[src/hw/sbk_consts.vh]
`ifndef SBK_CONSTS_VH
`define SBK_CONSTS_VH

// ****************************************
// register locations, low seven address bits
// ****************************************
`define SBK_LOW_STATUS      7'h03
`define SBK_LOW_PCHOLD      7'h0a
`define SBK_LOW_IRQCTL      7'h0b
`define SBK_LOW_PIE         7'h0c
`define SBK_LOW_RCAU        7'h0e
`define SBK_LOW_ADCFG       7'h1f
`define SBK_BANK1           2'h1

// ****************************************
// printed bank-1 offsets
// ****************************************
`define SBK_OFF_IRQCTL      8'h8b
`define SBK_OFF_PIE         8'h8c
`define SBK_OFF_RCAU        8'h8e
`define SBK_OFF_ADCFG       8'h9f

// ****************************************
// status field positions
// ****************************************
`define SBK_ST_IBANK        7
`define SBK_ST_RPH          6
`define SBK_ST_RPL          5
`define SBK_ST_TMO          4
`define SBK_ST_PWDN         3
`define SBK_ST_Z            2
`define SBK_ST_DCY          1
`define SBK_ST_C            0

// ****************************************
// other field positions
// ****************************************
`define SBK_IC_PORT_FLAG    0
`define SBK_IC_EXT_FLAG     1
`define SBK_IC_TMR_FLAG     2
`define SBK_PIE_CDON        6
`define SBK_PC_PCHK         7
`define SBK_PC_PARF         2
`define SBK_PC_POR          1
`define SBK_PC_BRNF         0

// ****************************************
// reset values and bank size
// ****************************************
`define SBK_RST_STATUS      8'h18
`define SBK_RST_IRQCTL      8'h00
`define SBK_RST_PIE         1'h0
`define SBK_RST_ADCFG       2'h0
`define SBK_RST_PCHOLD      5'h00
`define SBK_RST_PCHK        1'h0
`define SBK_RST_PARF        1'h1
`define SBK_RST_POR         1'h0
`define SBK_RST_BRNF        1'h0
`define SBK_BANK_BYTES      9'h080

`endif

[src/hw/sbk_bank_decode.v]
`timescale 1ns/1ps
`default_nettype none
`include "sbk_consts.vh"

module sbk_bank_decode (
    input  wire [7:0] i_addr,
    input  wire       i_indirect,
    input  wire [7:0] i_status,
    output wire [8:0] o_full_addr,
    output wire [8:0] o_bank_base,
    output wire       o_sel_status,
    output wire       o_sel_pchold,
    output wire       o_sel_irqctl,
    output wire       o_sel_pie,
    output wire       o_sel_rcau,
    output wire       o_sel_adcfg,
    output wire       o_hit
);

    // ****************************************
    // address forming
    // ****************************************
    wire [1:0] bank;
    wire [6:0] low;
    wire       lower_pair;

    // direct: bank bits from status, indirect: pointer plus bank-pair bit
    assign o_full_addr = i_indirect ? {i_status[`SBK_ST_IBANK], i_addr}
                       : {i_status[`SBK_ST_RPH], i_status[`SBK_ST_RPL], i_addr[6:0]};
    assign bank        = o_full_addr[8:7];
    assign low         = o_full_addr[6:0];
    assign o_bank_base = {bank, 7'h00}; // each bank spans 128 bytes
    assign lower_pair  = (bank[1] == 1'b0);

    // ****************************************
    // register selects
    // ****************************************
    // mirrored registers answer in bank 0 and bank 1 alike
    assign o_sel_status = lower_pair && (low == `SBK_LOW_STATUS);
    assign o_sel_pchold = lower_pair && (low == `SBK_LOW_PCHOLD);
    assign o_sel_irqctl = lower_pair && (low == `SBK_LOW_IRQCTL);
    // bank-1 only registers
    assign o_sel_pie    = (bank == `SBK_BANK1) && (low == `SBK_LOW_PIE);
    assign o_sel_rcau   = (bank == `SBK_BANK1) && (low == `SBK_LOW_RCAU);
    assign o_sel_adcfg  = (bank == `SBK_BANK1) && (low == `SBK_LOW_ADCFG);
    assign o_hit = o_sel_status | o_sel_pchold | o_sel_irqctl | o_sel_pie | o_sel_rcau | o_sel_adcfg;

endmodule

`default_nettype wire

[src/hw/sbk_regs.v]
// Summary of operation
// - flag-updating instruction on status blocks writes to z, dc, c; alu sets them.
// - instruction writes never change timeout and power-down flags.
// - clearing status clears upper three bits, sets zero, keeps the rest.
// - on subtraction carry is inverted borrow, digit carry inverted digit borrow.
// - interrupt control reached at the same register from bank 0 and bank 1.
// - pc upper bits only via holding register, copied when the counter loads.
// - power-on clears interrupt control; other resets clear upper seven, keep bit 0.
// - unimplemented addresses and bits read as zero.
// - status accepts any instruction; unprotected bits take the result.
// - direct bank bits 00..11 select banks 0..3, 128 bytes each.
`timescale 1ns/1ps
`default_nettype none
`include "sbk_consts.vh"

module sbk_regs (
    input  wire       i_core_clk,
    input  wire       i_reset,
    input  wire       i_ext_reset,
    input  wire       i_wdt_reset,
    input  wire       i_brownout_reset,
    input  wire       i_parity_reset,
    input  wire [7:0] i_addr,
    input  wire       i_indirect,
    input  wire       i_rd_en,
    input  wire       i_wr_en,
    input  wire [7:0] i_wr_data,
    input  wire       i_flag_upd,
    input  wire [2:0] i_flag_sel,
    input  wire       i_alu_zero,
    input  wire       i_alu_dcarry,
    input  wire       i_alu_carry,
    input  wire       i_alu_sub,
    input  wire       i_sleep,
    input  wire       i_clrwdt,
    input  wire       i_tmr_ovf,
    input  wire       i_ext_edge,
    input  wire       i_port_change,
    input  wire       i_pc_load,
    output reg  [7:0] o_rd_data,
    output reg        o_rd_hit,
    output wire [7:0] o_status,
    output wire [8:0] o_full_addr,
    output wire [8:0] o_bank_base,
    output reg  [7:0] o_interrupt_control,
    output reg        o_conversion_done_irq_enable,
    output reg        o_parity_check_enable,
    output reg  [1:0] o_analog_config,
    output reg  [4:0] o_pc_high_holding_reg,
    output reg  [4:0] o_pc_upper
);

    // ****************************************
    // declarations
    // ****************************************
    wire       sel_status;
    wire       sel_pchold;
    wire       sel_irqctl;
    wire       sel_pie;
    wire       sel_rcau;
    wire       sel_adcfg;
    wire       hit;
    wire       other_reset;
    wire       wr_irqctl;
    reg        parity_reset_flag;
    reg        power_on_flag;
    reg        brownout_reset_flag;
    reg  [7:0] next_interrupt_control;
    reg  [7:0] next_rd_data;
    reg  [7:0] rcau_view;

    // external-pin and watchdog resets are the non power-up resets
    assign other_reset = i_ext_reset | i_wdt_reset;
    assign wr_irqctl   = i_wr_en & sel_irqctl;

    // ****************************************
    // bank and address decode
    // ****************************************
    // one decode serves both the read and the write of an instruction
    sbk_bank_decode u_decode (
        .i_addr       (i_addr),
        .i_indirect   (i_indirect),
        .i_status     (o_status),
        .o_full_addr  (o_full_addr),
        .o_bank_base  (o_bank_base),
        .o_sel_status (sel_status),
        .o_sel_pchold (sel_pchold),
        .o_sel_irqctl (sel_irqctl),
        .o_sel_pie    (sel_pie),
        .o_sel_rcau   (sel_rcau),
        .o_sel_adcfg  (sel_adcfg),
        .o_hit        (hit)
    );

    // ****************************************
    // arithmetic and reset status
    // ****************************************
    // clearing the status register arrives as a zero write with
    // only the zero flag updated, which yields 000u u1uu
    sbk_status_reg u_status (
        .i_core_clk    (i_core_clk),
        .i_reset       (i_reset),
        .i_other_reset (other_reset),
        .i_wdt_reset   (i_wdt_reset),
        .i_wr_en       (i_wr_en & sel_status),
        .i_wr_data     (i_wr_data),
        .i_flag_upd    (i_flag_upd),
        .i_flag_sel    (i_flag_sel),
        .i_alu_zero    (i_alu_zero),
        .i_alu_dcarry  (i_alu_dcarry),
        .i_alu_carry   (i_alu_carry),
        .i_alu_sub     (i_alu_sub),
        .i_sleep       (i_sleep),
        .i_clrwdt      (i_clrwdt),
        .o_status      (o_status)
    );

    // ****************************************
    // interrupt control
    // ****************************************
    // hardware event flags: a set in the clearing cycle wins
    always @* begin
        next_interrupt_control = o_interrupt_control;
        if (wr_irqctl) begin
            next_interrupt_control = i_wr_data;
        end
        if (i_tmr_ovf) begin
            next_interrupt_control[`SBK_IC_TMR_FLAG] = 1'b1;
        end
        if (i_ext_edge) begin
            next_interrupt_control[`SBK_IC_EXT_FLAG] = 1'b1;
        end
        if (i_port_change) begin
            next_interrupt_control[`SBK_IC_PORT_FLAG] = 1'b1;
        end
        // non power-up reset clears upper seven bits, bit 0 kept
        if (other_reset) begin
            next_interrupt_control[7:1] = 7'h00;
        end
    end

    // power-on value taken on the asynchronous reset
    always @(posedge i_core_clk or posedge i_reset) begin
        if (i_reset) begin
            o_interrupt_control <= `SBK_RST_IRQCTL;
        end else begin
            o_interrupt_control <= next_interrupt_control;
        end
    end

    // ****************************************
    // peripheral enable and analog pin configuration
    // ****************************************
    // both are cleared by power-on, external-pin and watchdog resets
    always @(posedge i_core_clk or posedge i_reset) begin
        if (i_reset) begin
            o_conversion_done_irq_enable <= `SBK_RST_PIE;
            o_analog_config              <= `SBK_RST_ADCFG;
        end else if (other_reset) begin
            o_conversion_done_irq_enable <= `SBK_RST_PIE;
            o_analog_config              <= `SBK_RST_ADCFG;
        end else begin
            if (i_wr_en && sel_pie) begin
                o_conversion_done_irq_enable <= i_wr_data[`SBK_PIE_CDON];
            end
            if (i_wr_en && sel_adcfg) begin
                o_analog_config <= i_wr_data[1:0];
            end
        end
    end

    // ****************************************
    // power and reset cause
    // ****************************************
    // hardware clears the cause flag of its reset; software sets them again
    always @(posedge i_core_clk or posedge i_reset) begin
        if (i_reset) begin
            o_parity_check_enable <= `SBK_RST_PCHK;
            parity_reset_flag     <= `SBK_RST_PARF;
            power_on_flag         <= `SBK_RST_POR;
            brownout_reset_flag   <= `SBK_RST_BRNF;
        end else begin
            if (i_wr_en && sel_rcau) begin
                o_parity_check_enable <= i_wr_data[`SBK_PC_PCHK];
                parity_reset_flag     <= i_wr_data[`SBK_PC_PARF];
                power_on_flag         <= i_wr_data[`SBK_PC_POR];
                brownout_reset_flag   <= i_wr_data[`SBK_PC_BRNF];
            end
            // a reset event wins over a software write in the same cycle
            if (i_parity_reset) begin
                parity_reset_flag <= 1'b0;
            end
            if (i_brownout_reset) begin
                brownout_reset_flag <= 1'b0;
            end
        end
    end

    // ****************************************
    // program counter high byte
    // ****************************************
    // holding register is the only way to the upper counter bits
    always @(posedge i_core_clk or posedge i_reset) begin
        if (i_reset) begin
            o_pc_high_holding_reg <= `SBK_RST_PCHOLD;
            o_pc_upper            <= `SBK_RST_PCHOLD;
        end else if (other_reset) begin
            o_pc_high_holding_reg <= `SBK_RST_PCHOLD;
            o_pc_upper            <= `SBK_RST_PCHOLD;
        end else begin
            if (i_wr_en && sel_pchold) begin
                o_pc_high_holding_reg <= i_wr_data[4:0];
            end
            if (i_pc_load) begin
                o_pc_upper <= o_pc_high_holding_reg;
            end
        end
    end

    // ****************************************
    // read path
    // ****************************************
    // reset-cause register view with empty bits at zero
    always @* begin
        rcau_view = 8'h00;
        rcau_view[`SBK_PC_PCHK] = o_parity_check_enable;
        rcau_view[`SBK_PC_PARF] = parity_reset_flag;
        rcau_view[`SBK_PC_POR]  = power_on_flag;
        rcau_view[`SBK_PC_BRNF] = brownout_reset_flag;
    end

    // read multiplexer; misses and empty bits give zero
    always @* begin
        next_rd_data = 8'h00;
        if (sel_status) begin
            next_rd_data = o_status;
        end else if (sel_pchold) begin
            next_rd_data = {3'h0, o_pc_high_holding_reg};
        end else if (sel_irqctl) begin
            next_rd_data = o_interrupt_control;
        end else if (sel_pie) begin
            next_rd_data[`SBK_PIE_CDON] = o_conversion_done_irq_enable;
        end else if (sel_rcau) begin
            next_rd_data = rcau_view;
        end else if (sel_adcfg) begin
            next_rd_data = {6'h00, o_analog_config};
        end
    end

    // read data registered; zero when no read is made
    always @(posedge i_core_clk or posedge i_reset) begin
        if (i_reset) begin
            o_rd_data <= 8'h00;
            o_rd_hit  <= 1'b0;
        end else if (i_rd_en) begin
            o_rd_data <= next_rd_data;
            o_rd_hit  <= hit;
        end else begin
            o_rd_data <= 8'h00;
            o_rd_hit  <= 1'b0;
        end
    end

endmodule

`default_nettype wire

[src/hw/sbk_status_reg.v]
`timescale 1ns/1ps
`default_nettype none
`include "sbk_consts.vh"

module sbk_status_reg (
    input  wire       i_core_clk,
    input  wire       i_reset,
    input  wire       i_other_reset,
    input  wire       i_wdt_reset,
    input  wire       i_wr_en,
    input  wire [7:0] i_wr_data,
    input  wire       i_flag_upd,
    input  wire [2:0] i_flag_sel,
    input  wire       i_alu_zero,
    input  wire       i_alu_dcarry,
    input  wire       i_alu_carry,
    input  wire       i_alu_sub,
    input  wire       i_sleep,
    input  wire       i_clrwdt,
    output reg  [7:0] o_status
);

    reg [7:0] next_status;

    // ****************************************
    // one-cycle merge of write, alu flags and reset flags
    // ****************************************
    always @* begin
        next_status = o_status;
        if (i_wr_en) begin
            next_status[7:5] = i_wr_data[7:5];
            if (!i_flag_upd) begin
                next_status[2:0] = i_wr_data[2:0];
            end
        end
        // flag-updating instruction owns z, dc, c; write to them dropped
        if (i_flag_upd) begin
            if (i_flag_sel[2]) begin
                next_status[`SBK_ST_Z] = i_alu_zero;
            end
            if (i_flag_sel[1]) begin
                next_status[`SBK_ST_DCY] = i_alu_sub ? ~i_alu_dcarry : i_alu_dcarry;
            end
            if (i_flag_sel[0]) begin
                next_status[`SBK_ST_C] = i_alu_sub ? ~i_alu_carry : i_alu_carry;
            end
        end
        // timeout and power-down only follow sleep and watchdog logic
        if (i_clrwdt) begin
            next_status[`SBK_ST_TMO]  = 1'b1;
            next_status[`SBK_ST_PWDN] = 1'b1;
        end else if (i_sleep) begin
            next_status[`SBK_ST_TMO]  = 1'b1;
            next_status[`SBK_ST_PWDN] = 1'b0;
        end
        if (i_wdt_reset) begin
            next_status[`SBK_ST_TMO] = 1'b0;
        end
        if (i_other_reset) begin
            next_status[7:5] = 3'h0;
        end
    end

    // protected bits resolved in the same cycle as the write
    always @(posedge i_core_clk or posedge i_reset) begin
        if (i_reset) begin
            o_status <= `SBK_RST_STATUS;
        end else begin
            o_status <= next_status;
        end
    end

endmodule

`default_nettype wire

[config.mk]
export PLATFORM = sky130hd
export DESIGN_NAME = sbk_regs
export DESIGN_NICKNAME = d
export VERILOG_FILES = /design/src/hw/sbk_bank_decode.v /design/src/hw/sbk_regs.v /design/src/hw/sbk_status_reg.v
export VERILOG_INCLUDE_DIRS = /design/src /design/src/hw
export SDC_FILE = /design/constraint.sdc
export NUM_CORES = 1
export LEC_CHECK = 0
export ABC_AREA = 1
export BUFFER_PORTS_ARGS = -buffer_cell sky130_fd_sc_hd__clkbuf_2
export CORE_UTILIZATION = 43
export DETAILED_ROUTE_END_ITERATION = 12
export PLACE_DENSITY = 0.76
export SYNTH_ARGS = -nofsm -noshare
export SYNTH_HDL_FRONTEND = slang
export SYNTH_SLANG_ARGS = --single-unit
[constraint.sdc]
create_clock -name i_core_clk -period 1.35 [get_ports i_core_clk]
set_clock_uncertainty 0.05 [all_clocks]
set_input_delay 0.27 -clock i_core_clk [delete_from_list [all_inputs] [get_ports i_core_clk]]
set_output_delay 0.27 -clock i_core_clk [all_outputs]
set_load 0.03 [all_outputs]
Word-level counts from Yosys, hierarchy flattened
Cells that the tools add are included. W data, S select, Z words.

Register bits: 42. Bits of input ports: 39. Output and inout bits: 57. Word-level logic and storage cells: 100.

Eq/ne operators: 7. Multiplexer cells: 41. Bitwise logic cells: 11. Reductions and logical operators: 23.

Operators with widths (number): $mux W8 (6); $eq A7 B4 Y1 const B (4); $mux W5 (4); $reduce_bool A2 Y1 (10); $mux W1 (18); $mux W3 (5); $logic_and A1 B1 Y1 (10); $mux W2 (5); $mux W9 (1); $reduce_bool A3 Y1 (3); $eq A7 B2 Y1 const B (1); $eq A7 B5 Y1 const B (1); $mux W7 (1); $mux W6 (1); $or A1 B1 Y1 (6); $not A1 Y1 (3); $and A1 B1 Y1 (2); $eq A2 B1 Y1 const B (1).

Logic depth before layout (Yosys ltp)
Word-level depth: 10. Depth in mapped cells: 11. Depth with buffers taken out: 11.

Modules after synthesis
From an unflattened synthesis, not the netlist that was laid out.

Cells, all modules: 323. Area, all modules: 2404.8 µm².

By module, submodules not included: sbk_regs (times used 1, cells an instance 191, area an instance 1599.0 µm²); sbk_status_reg (times used 1, cells an instance 58, area an instance 439.2 µm²); sbk_bank_decode (times used 1, cells an instance 74, area an instance 366.6 µm²).

Least setup slack after synthesis
Ideal clock, no wire load.

Kind: flip-flop to flip-flop. Start point: register u_status.o_status[7]. End point: register o_interrupt_control[4]. Library setup time: 0.122 ns. Data arrival time: 1.427 ns. Data required time: 1.178 ns. Setup slack: -0.249 ns. Cell stages (with the launch flop): 11. Buffers on the path: 0. Period minus slack after synthesis: 1.599 ns. Cell sequence: dfrtp_1 nand2_1 nand2_4 nor2_4 nand2_4 nor2_4 inv_2 nand2_2 inv_2 nand2_1 o21ai_1.

Word-level cells in the longest chain between the ends: 5.

Ends and longest elaborated chain: start, declared (RTL line sbk_status_reg.v:20) `output reg [7:0] o_status`; start signal, assigned (RTL line sbk_status_reg.v:67) `` o_status <= `SBK_RST_STATUS; ``; start signal, assigned (RTL line sbk_status_reg.v:69) `o_status <= next_status;`; $mux W9 (RTL line sbk_bank_decode.v:28) `` assign o_full_addr = i_indirect ? {i_status[`SBK_ST_IBANK], i_addr} ``; via o_bank_base[8] (RTL line sbk_regs.v:44) `output wire [8:0] o_bank_base,`; $not A1 Y1 (RTL line sbk_bank_decode.v:33) `assign lower_pair = (bank[1] == 1'b0);`; $logic_and A1 B1 Y1 (RTL line sbk_bank_decode.v:41) `` assign o_sel_irqctl = lower_pair && (low == `SBK_LOW_IRQCTL); ``; $and A1 B1 Y1 (RTL line sbk_regs.v:74) `assign wr_irqctl = i_wr_en & sel_irqctl;`; $reduce_bool A2 Y1 (no source line); end signal, assigned (RTL line sbk_regs.v:145) `` o_interrupt_control <= `SBK_RST_IRQCTL; ``; end signal, assigned (RTL line sbk_regs.v:147) `o_interrupt_control <= next_interrupt_control;`; end, declared (RTL line sbk_regs.v:45) `output reg [7:0] o_interrupt_control,`.

The timed path passes the listed nets, and every way through them passes these cells. A chain may end at the register's enable or synchronous reset.

Worst setup path in the final report
Start point: register u_status.o_status[6]. End point: output o_bank_base[8].

Word-level cells in the longest chain between the ends: 1.

Ends and longest elaborated chain (RTL line): $mux W9 (sbk_bank_decode.v:28); end, declared (sbk_regs.v:44).

Every way passes these cells.

==> impl_results.rst <==
.. list-table::
   :header-rows: 1

   * - Metric
     - Value
   * - Max_cap viols
     - 0
   * - # port buffers
     - 88
   * - Post-Route WL
     - 6.56 mm
   * - # fillers
     - about 440
   * - Starting Density
     - 44.9%
   * - Number of synthesized flops with an enable pin
     - 0
   * - Cell area power density
     - about 800 nW/µm²
   * - Terminus of the critical flop-to-flop path
     - u_status.o_status[1]$_DFF_PP0_
   * - Unrepaired setup endpoints after global routing
     - yes
   * - Proportion of register bits with asynchronous set or reset after synthesis
     - 100%
   * - Total length of routed met2 wires
     - roughly 3.4 mm
   * - Final Setup Violations
     - 32
   * - I/O pin total
     - 96
   * - Wire length of the first global-routing pass
     - roughly 9.6 mm
   * - Area of all placed cells without fillers
     - 3430 µm²
   * - Sum of buffers and inverters on the critical path
     - 2
   * - Highest metal layer with signal wires
     - met4
   * - Start point of the worst min-delay path
     - i_wdt_reset
   * - Post-detailed-route wirelength per cell
     - between 10 and 15 µm
   * - Sw frac
     - around a third
   * - Largest driver fanout on the critical path
     - 4
   * - Source-to-sink clock delay at the later pin of the worst-skew pair
     - 310 ps
   * - Final Power
     - roughly 2.7 mW
   * - Worst path max stage delay
     - around 440 ps
   * - Combinational cell fraction of total power
     - roughly a fifth
   * - Final slew viol count
     - 0
   * - Clock sinks
     - 42
   * - Residual DRC count
     - 0
   * - Layout net count
     - around 450
   * - Total Routing Usage GR
     - between 20% and 30%
   * - Minimum clock period
     - between 1500 and 2000 ps
   * - Mapped Avg Cell Area
     - around 7.7 µm²
   * - Share of final-layout standard cells stronger than drive strength 1
     - a little under 50%
   * - Die width
     - between 70 and 80 µm
   * - Achievable clock frequency
     - roughly 660 MHz
   * - Relative contribution of the clock network to total power
     - a little under a third
   * - Maximum VDD drop
     - about 0.00049 V
   * - Worst setup path category
     - reg -> out
   * - Met3 wirelength from detailed routing
     - around 340 µm
   * - Area occupied by registers
     - ~1100 µm²
   * - Cell area after placement
     - between 2000 and 3000 µm²
   * - Final Util
     - approximately two thirds
   * - Height of the die
     - between 70 and 80 µm
   * - Antenna Nets Post-Route
     - 0
   * - First drt pass iteration count
     - 4
   * - Summed negative setup slack over all endpoints
     - -2680 ps
   * - Final Instance Count excl. Fillers
     - roughly 490
   * - Die ar.
     - 5670 µm²
   * - Number of storage elements in the synthesis netlist
     - 42
   * - Worst Reg-to-Reg Cells
     - 9
   * - Worst-case clock buffer depth
     - 2
   * - Count of different cell masters after synthesis
     - 28
   * - R2r setup slk
     - -150 ps
   * - Diodes inserted
     - 0
   * - Maximum number of pins on one net before global-route repair
     - 43
   * - Cell family with the largest share of critical-path delay
     - flip-flops
   * - Number of warning messages in the yosys log
     - 0
   * - Number of CTS-inserted buffers
     - 5
   * - Arrival time worst endpoint
     - 1190 ps
   * - Switching power total
     - 0.883 mW
   * - Ordered list of cells on the worst path
     - nand2_4 -> nand2_8 -> buf_6 -> buf_8
   * - Top Registers
     - o_interrupt_control (8), o_rd_data (8), u_status.o_status (8)
   * - Clk pin slew, worst setup/hold paths
     - approximately 100 ps
   * - Overflow left after global routing
     - 0
   * - LEAKAGE
     - ~1.9 nW
   * - Cells after DPL
     - between 400 and 500
   * - Violations in the final reports
     - setup timing
   * - Commonest cells after routing, fill and taps aside
     - clkbuf_2 (78), nand2_1 (54), inv_1 (40)
   * - Outcome
     - complete, but fails checks
   * - Hold Path Sink
     - u_status.o_status[4]$_DFFE_PP1P_
   * - Origin of the critical flop-to-flop path
     - u_status.o_status[6]$_DFFE_PP0P_
   * - HPWL reported at the end of detailed placement
     - 4.79 mm
   * - Class of the tightest hold or removal check
     - in -> reg
   * - Drt first-iter violations
     - between 90 and 100
   * - Routed length on met1
     - ~2.8 mm
   * - Post-synth top flop
     - dfrtp_1
   * - Number of cells traversed by the worst hold path
     - 2
   * - Cell area after synthesis
     - approximately 2300 µm²
   * - Global placement routability congestion
     - about 0.9
   * - Ratio of routed vias to standard cells
     - roughly 4.8
   * - Master cell of the clock root buffer
     - clkbuf_8
   * - Gate Count Post-Synth
     - 299
   * - Final worst setup slack
     - -155 ps
   * - Floorplan Core Area
     - 5140 µm²
   * - Capturing element type of the critical path
     - output pin
   * - Sequential share of power
     - 48.6%
   * - Cell with the biggest individual delay on the critical path
     - dfrtp_2
   * - Number of vias after detailed routing
     - about 2,300
   * - Vias in the first global route
     - around 2,100
   * - Most frequent standard cell in the layout excluding fill and tap cells
     - clkbuf_2
   * - Data required time at the worst endpoint
     - just over 1000 ps
   * - Relative area change from synthesis to final layout
     - 48.7%
   * - Standard-cell row count
     - 26
   * - Clock tree from TritonCTS
     - done
   * - Total count of hold-check failures in the final report
     - 0
   * - Share of synthesized area occupied by flip-flops and latches
     - 45.7%
   * - Internal power of the cells
     - around 1.9 mW
   * - CTS H-tree lvls
     - 2
   * - Multi-input gate area in the final layout
     - ~1200 µm²
   * - Initial antenna violation count
     - 0
   * - Critical Path Source Type
     - register
   * - Period utilisation layout
     - 112%
[final cells by class]
class,instances,area share (%)
Multi-Input combinational cell,192,33.6
Sequential cell,42,30.8
Timing Repair Buffer,121,24.1
Inverter,52,6.12
Tap cell,70,2.55
Clock buffer,5,2.00
Clock inverter,3,0.729
[power by group through the flow]
stage                     combinational, mW  sequential [mW]  clock, mW
after global routing                  0.581             1.34      0.934
after detailed placement              0.481             1.35          0
after global placement                0.474             1.35          0
after CTS                             0.514             1.33      0.877
after floorplan                       0.245             1.42          0
final                                 0.537             1.33      0.867
[worst max path at each step]
stage | cells after the start | from | endpoint
after floorplan | 10 | u_status.o_status[7]$_DFFE_PP0P_ | o_interrupt_control[4]$_DFFE_PP0P_
after global placement | 10 | i_indirect | o_pc_high_holding_reg[3]$_DFFE_PP0P_
after detailed placement | 10 | i_indirect | o_pc_high_holding_reg[3]$_DFFE_PP0P_
after CTS | 4 | u_status.o_status[6]$_DFFE_PP0P_ | o_bank_base[8]
after global routing | 8 | u_status.o_status[6]$_DFFE_PP0P_ | u_status.o_status[0]$_DFF_PP0_
final | 4 | u_status.o_status[6]$_DFFE_PP0P_ | o_bank_base[8]
[kinds of logic (layout without fill, tap and decap cells)]
| group | Yosys count | in the layout | share of synthesized area (%) |
|---|---|---|---|
| flops | 42 | 42 | 45.7 |
| compound gates | 51 | 51 | 11.8 |
| other cells | 1 | 7 | 0.162 |
| buf+inv | 71 | 181 | 14.2 |
| simple gates | 134 | 134 | 28.1 |
[per-layer routing]
| layer | GRT usage, % | vias to the layer above |
|---|---|---|
| li1 | - | 1161 |
| met1 | 27.4 | 1069 |
| met2 | 41.8 | 70 |
| met3 | 4.69 | 11 |
| met4 | 6.38 | 0 |
| met5 | 0 | - |
[through the flow]
stage | setup WS (ps) | hold slack [ps]
2_1_floorplan | -115 | 249
3_3_place_gp | -122 | 275
3_5_place_dp | -163 | 290
4_1_cts | -164 | 26.0
5_1_grt | -221 | 23.0
6_report | -155 | 27.2
[cells in the mapped netlist, types with 3 or more instances]
cell,number,area [µm²]
nor2_4,6,67.6
buf_4,16,120
a21oi_1,14,70.1
nand2_2,5,31.3
nand2_1,70,263
o21ai_0,15,75.1
nor3_1,3,15.0
inv_1,44,165
dfrtp_1,39,976
inv_2,8,30.0
nor2_1,18,67.6
o21ai_1,15,75.1
nand3_1,20,100
dfstp_2,3,78.8
nand4_1,4,25.0
nand2_4,3,33.8
[what timing repair did]
action                                 in CTS  in global routing
hold buffers                                1                  0
setup buffers                               5                  4
pin swaps                                  17                 13
endpoints found under the hold margin      39                  0
gates resized for setup                    47                 47
setup endpoints to repair                  32                 44
No activity file was read; power rests on OpenSTA's default activity.
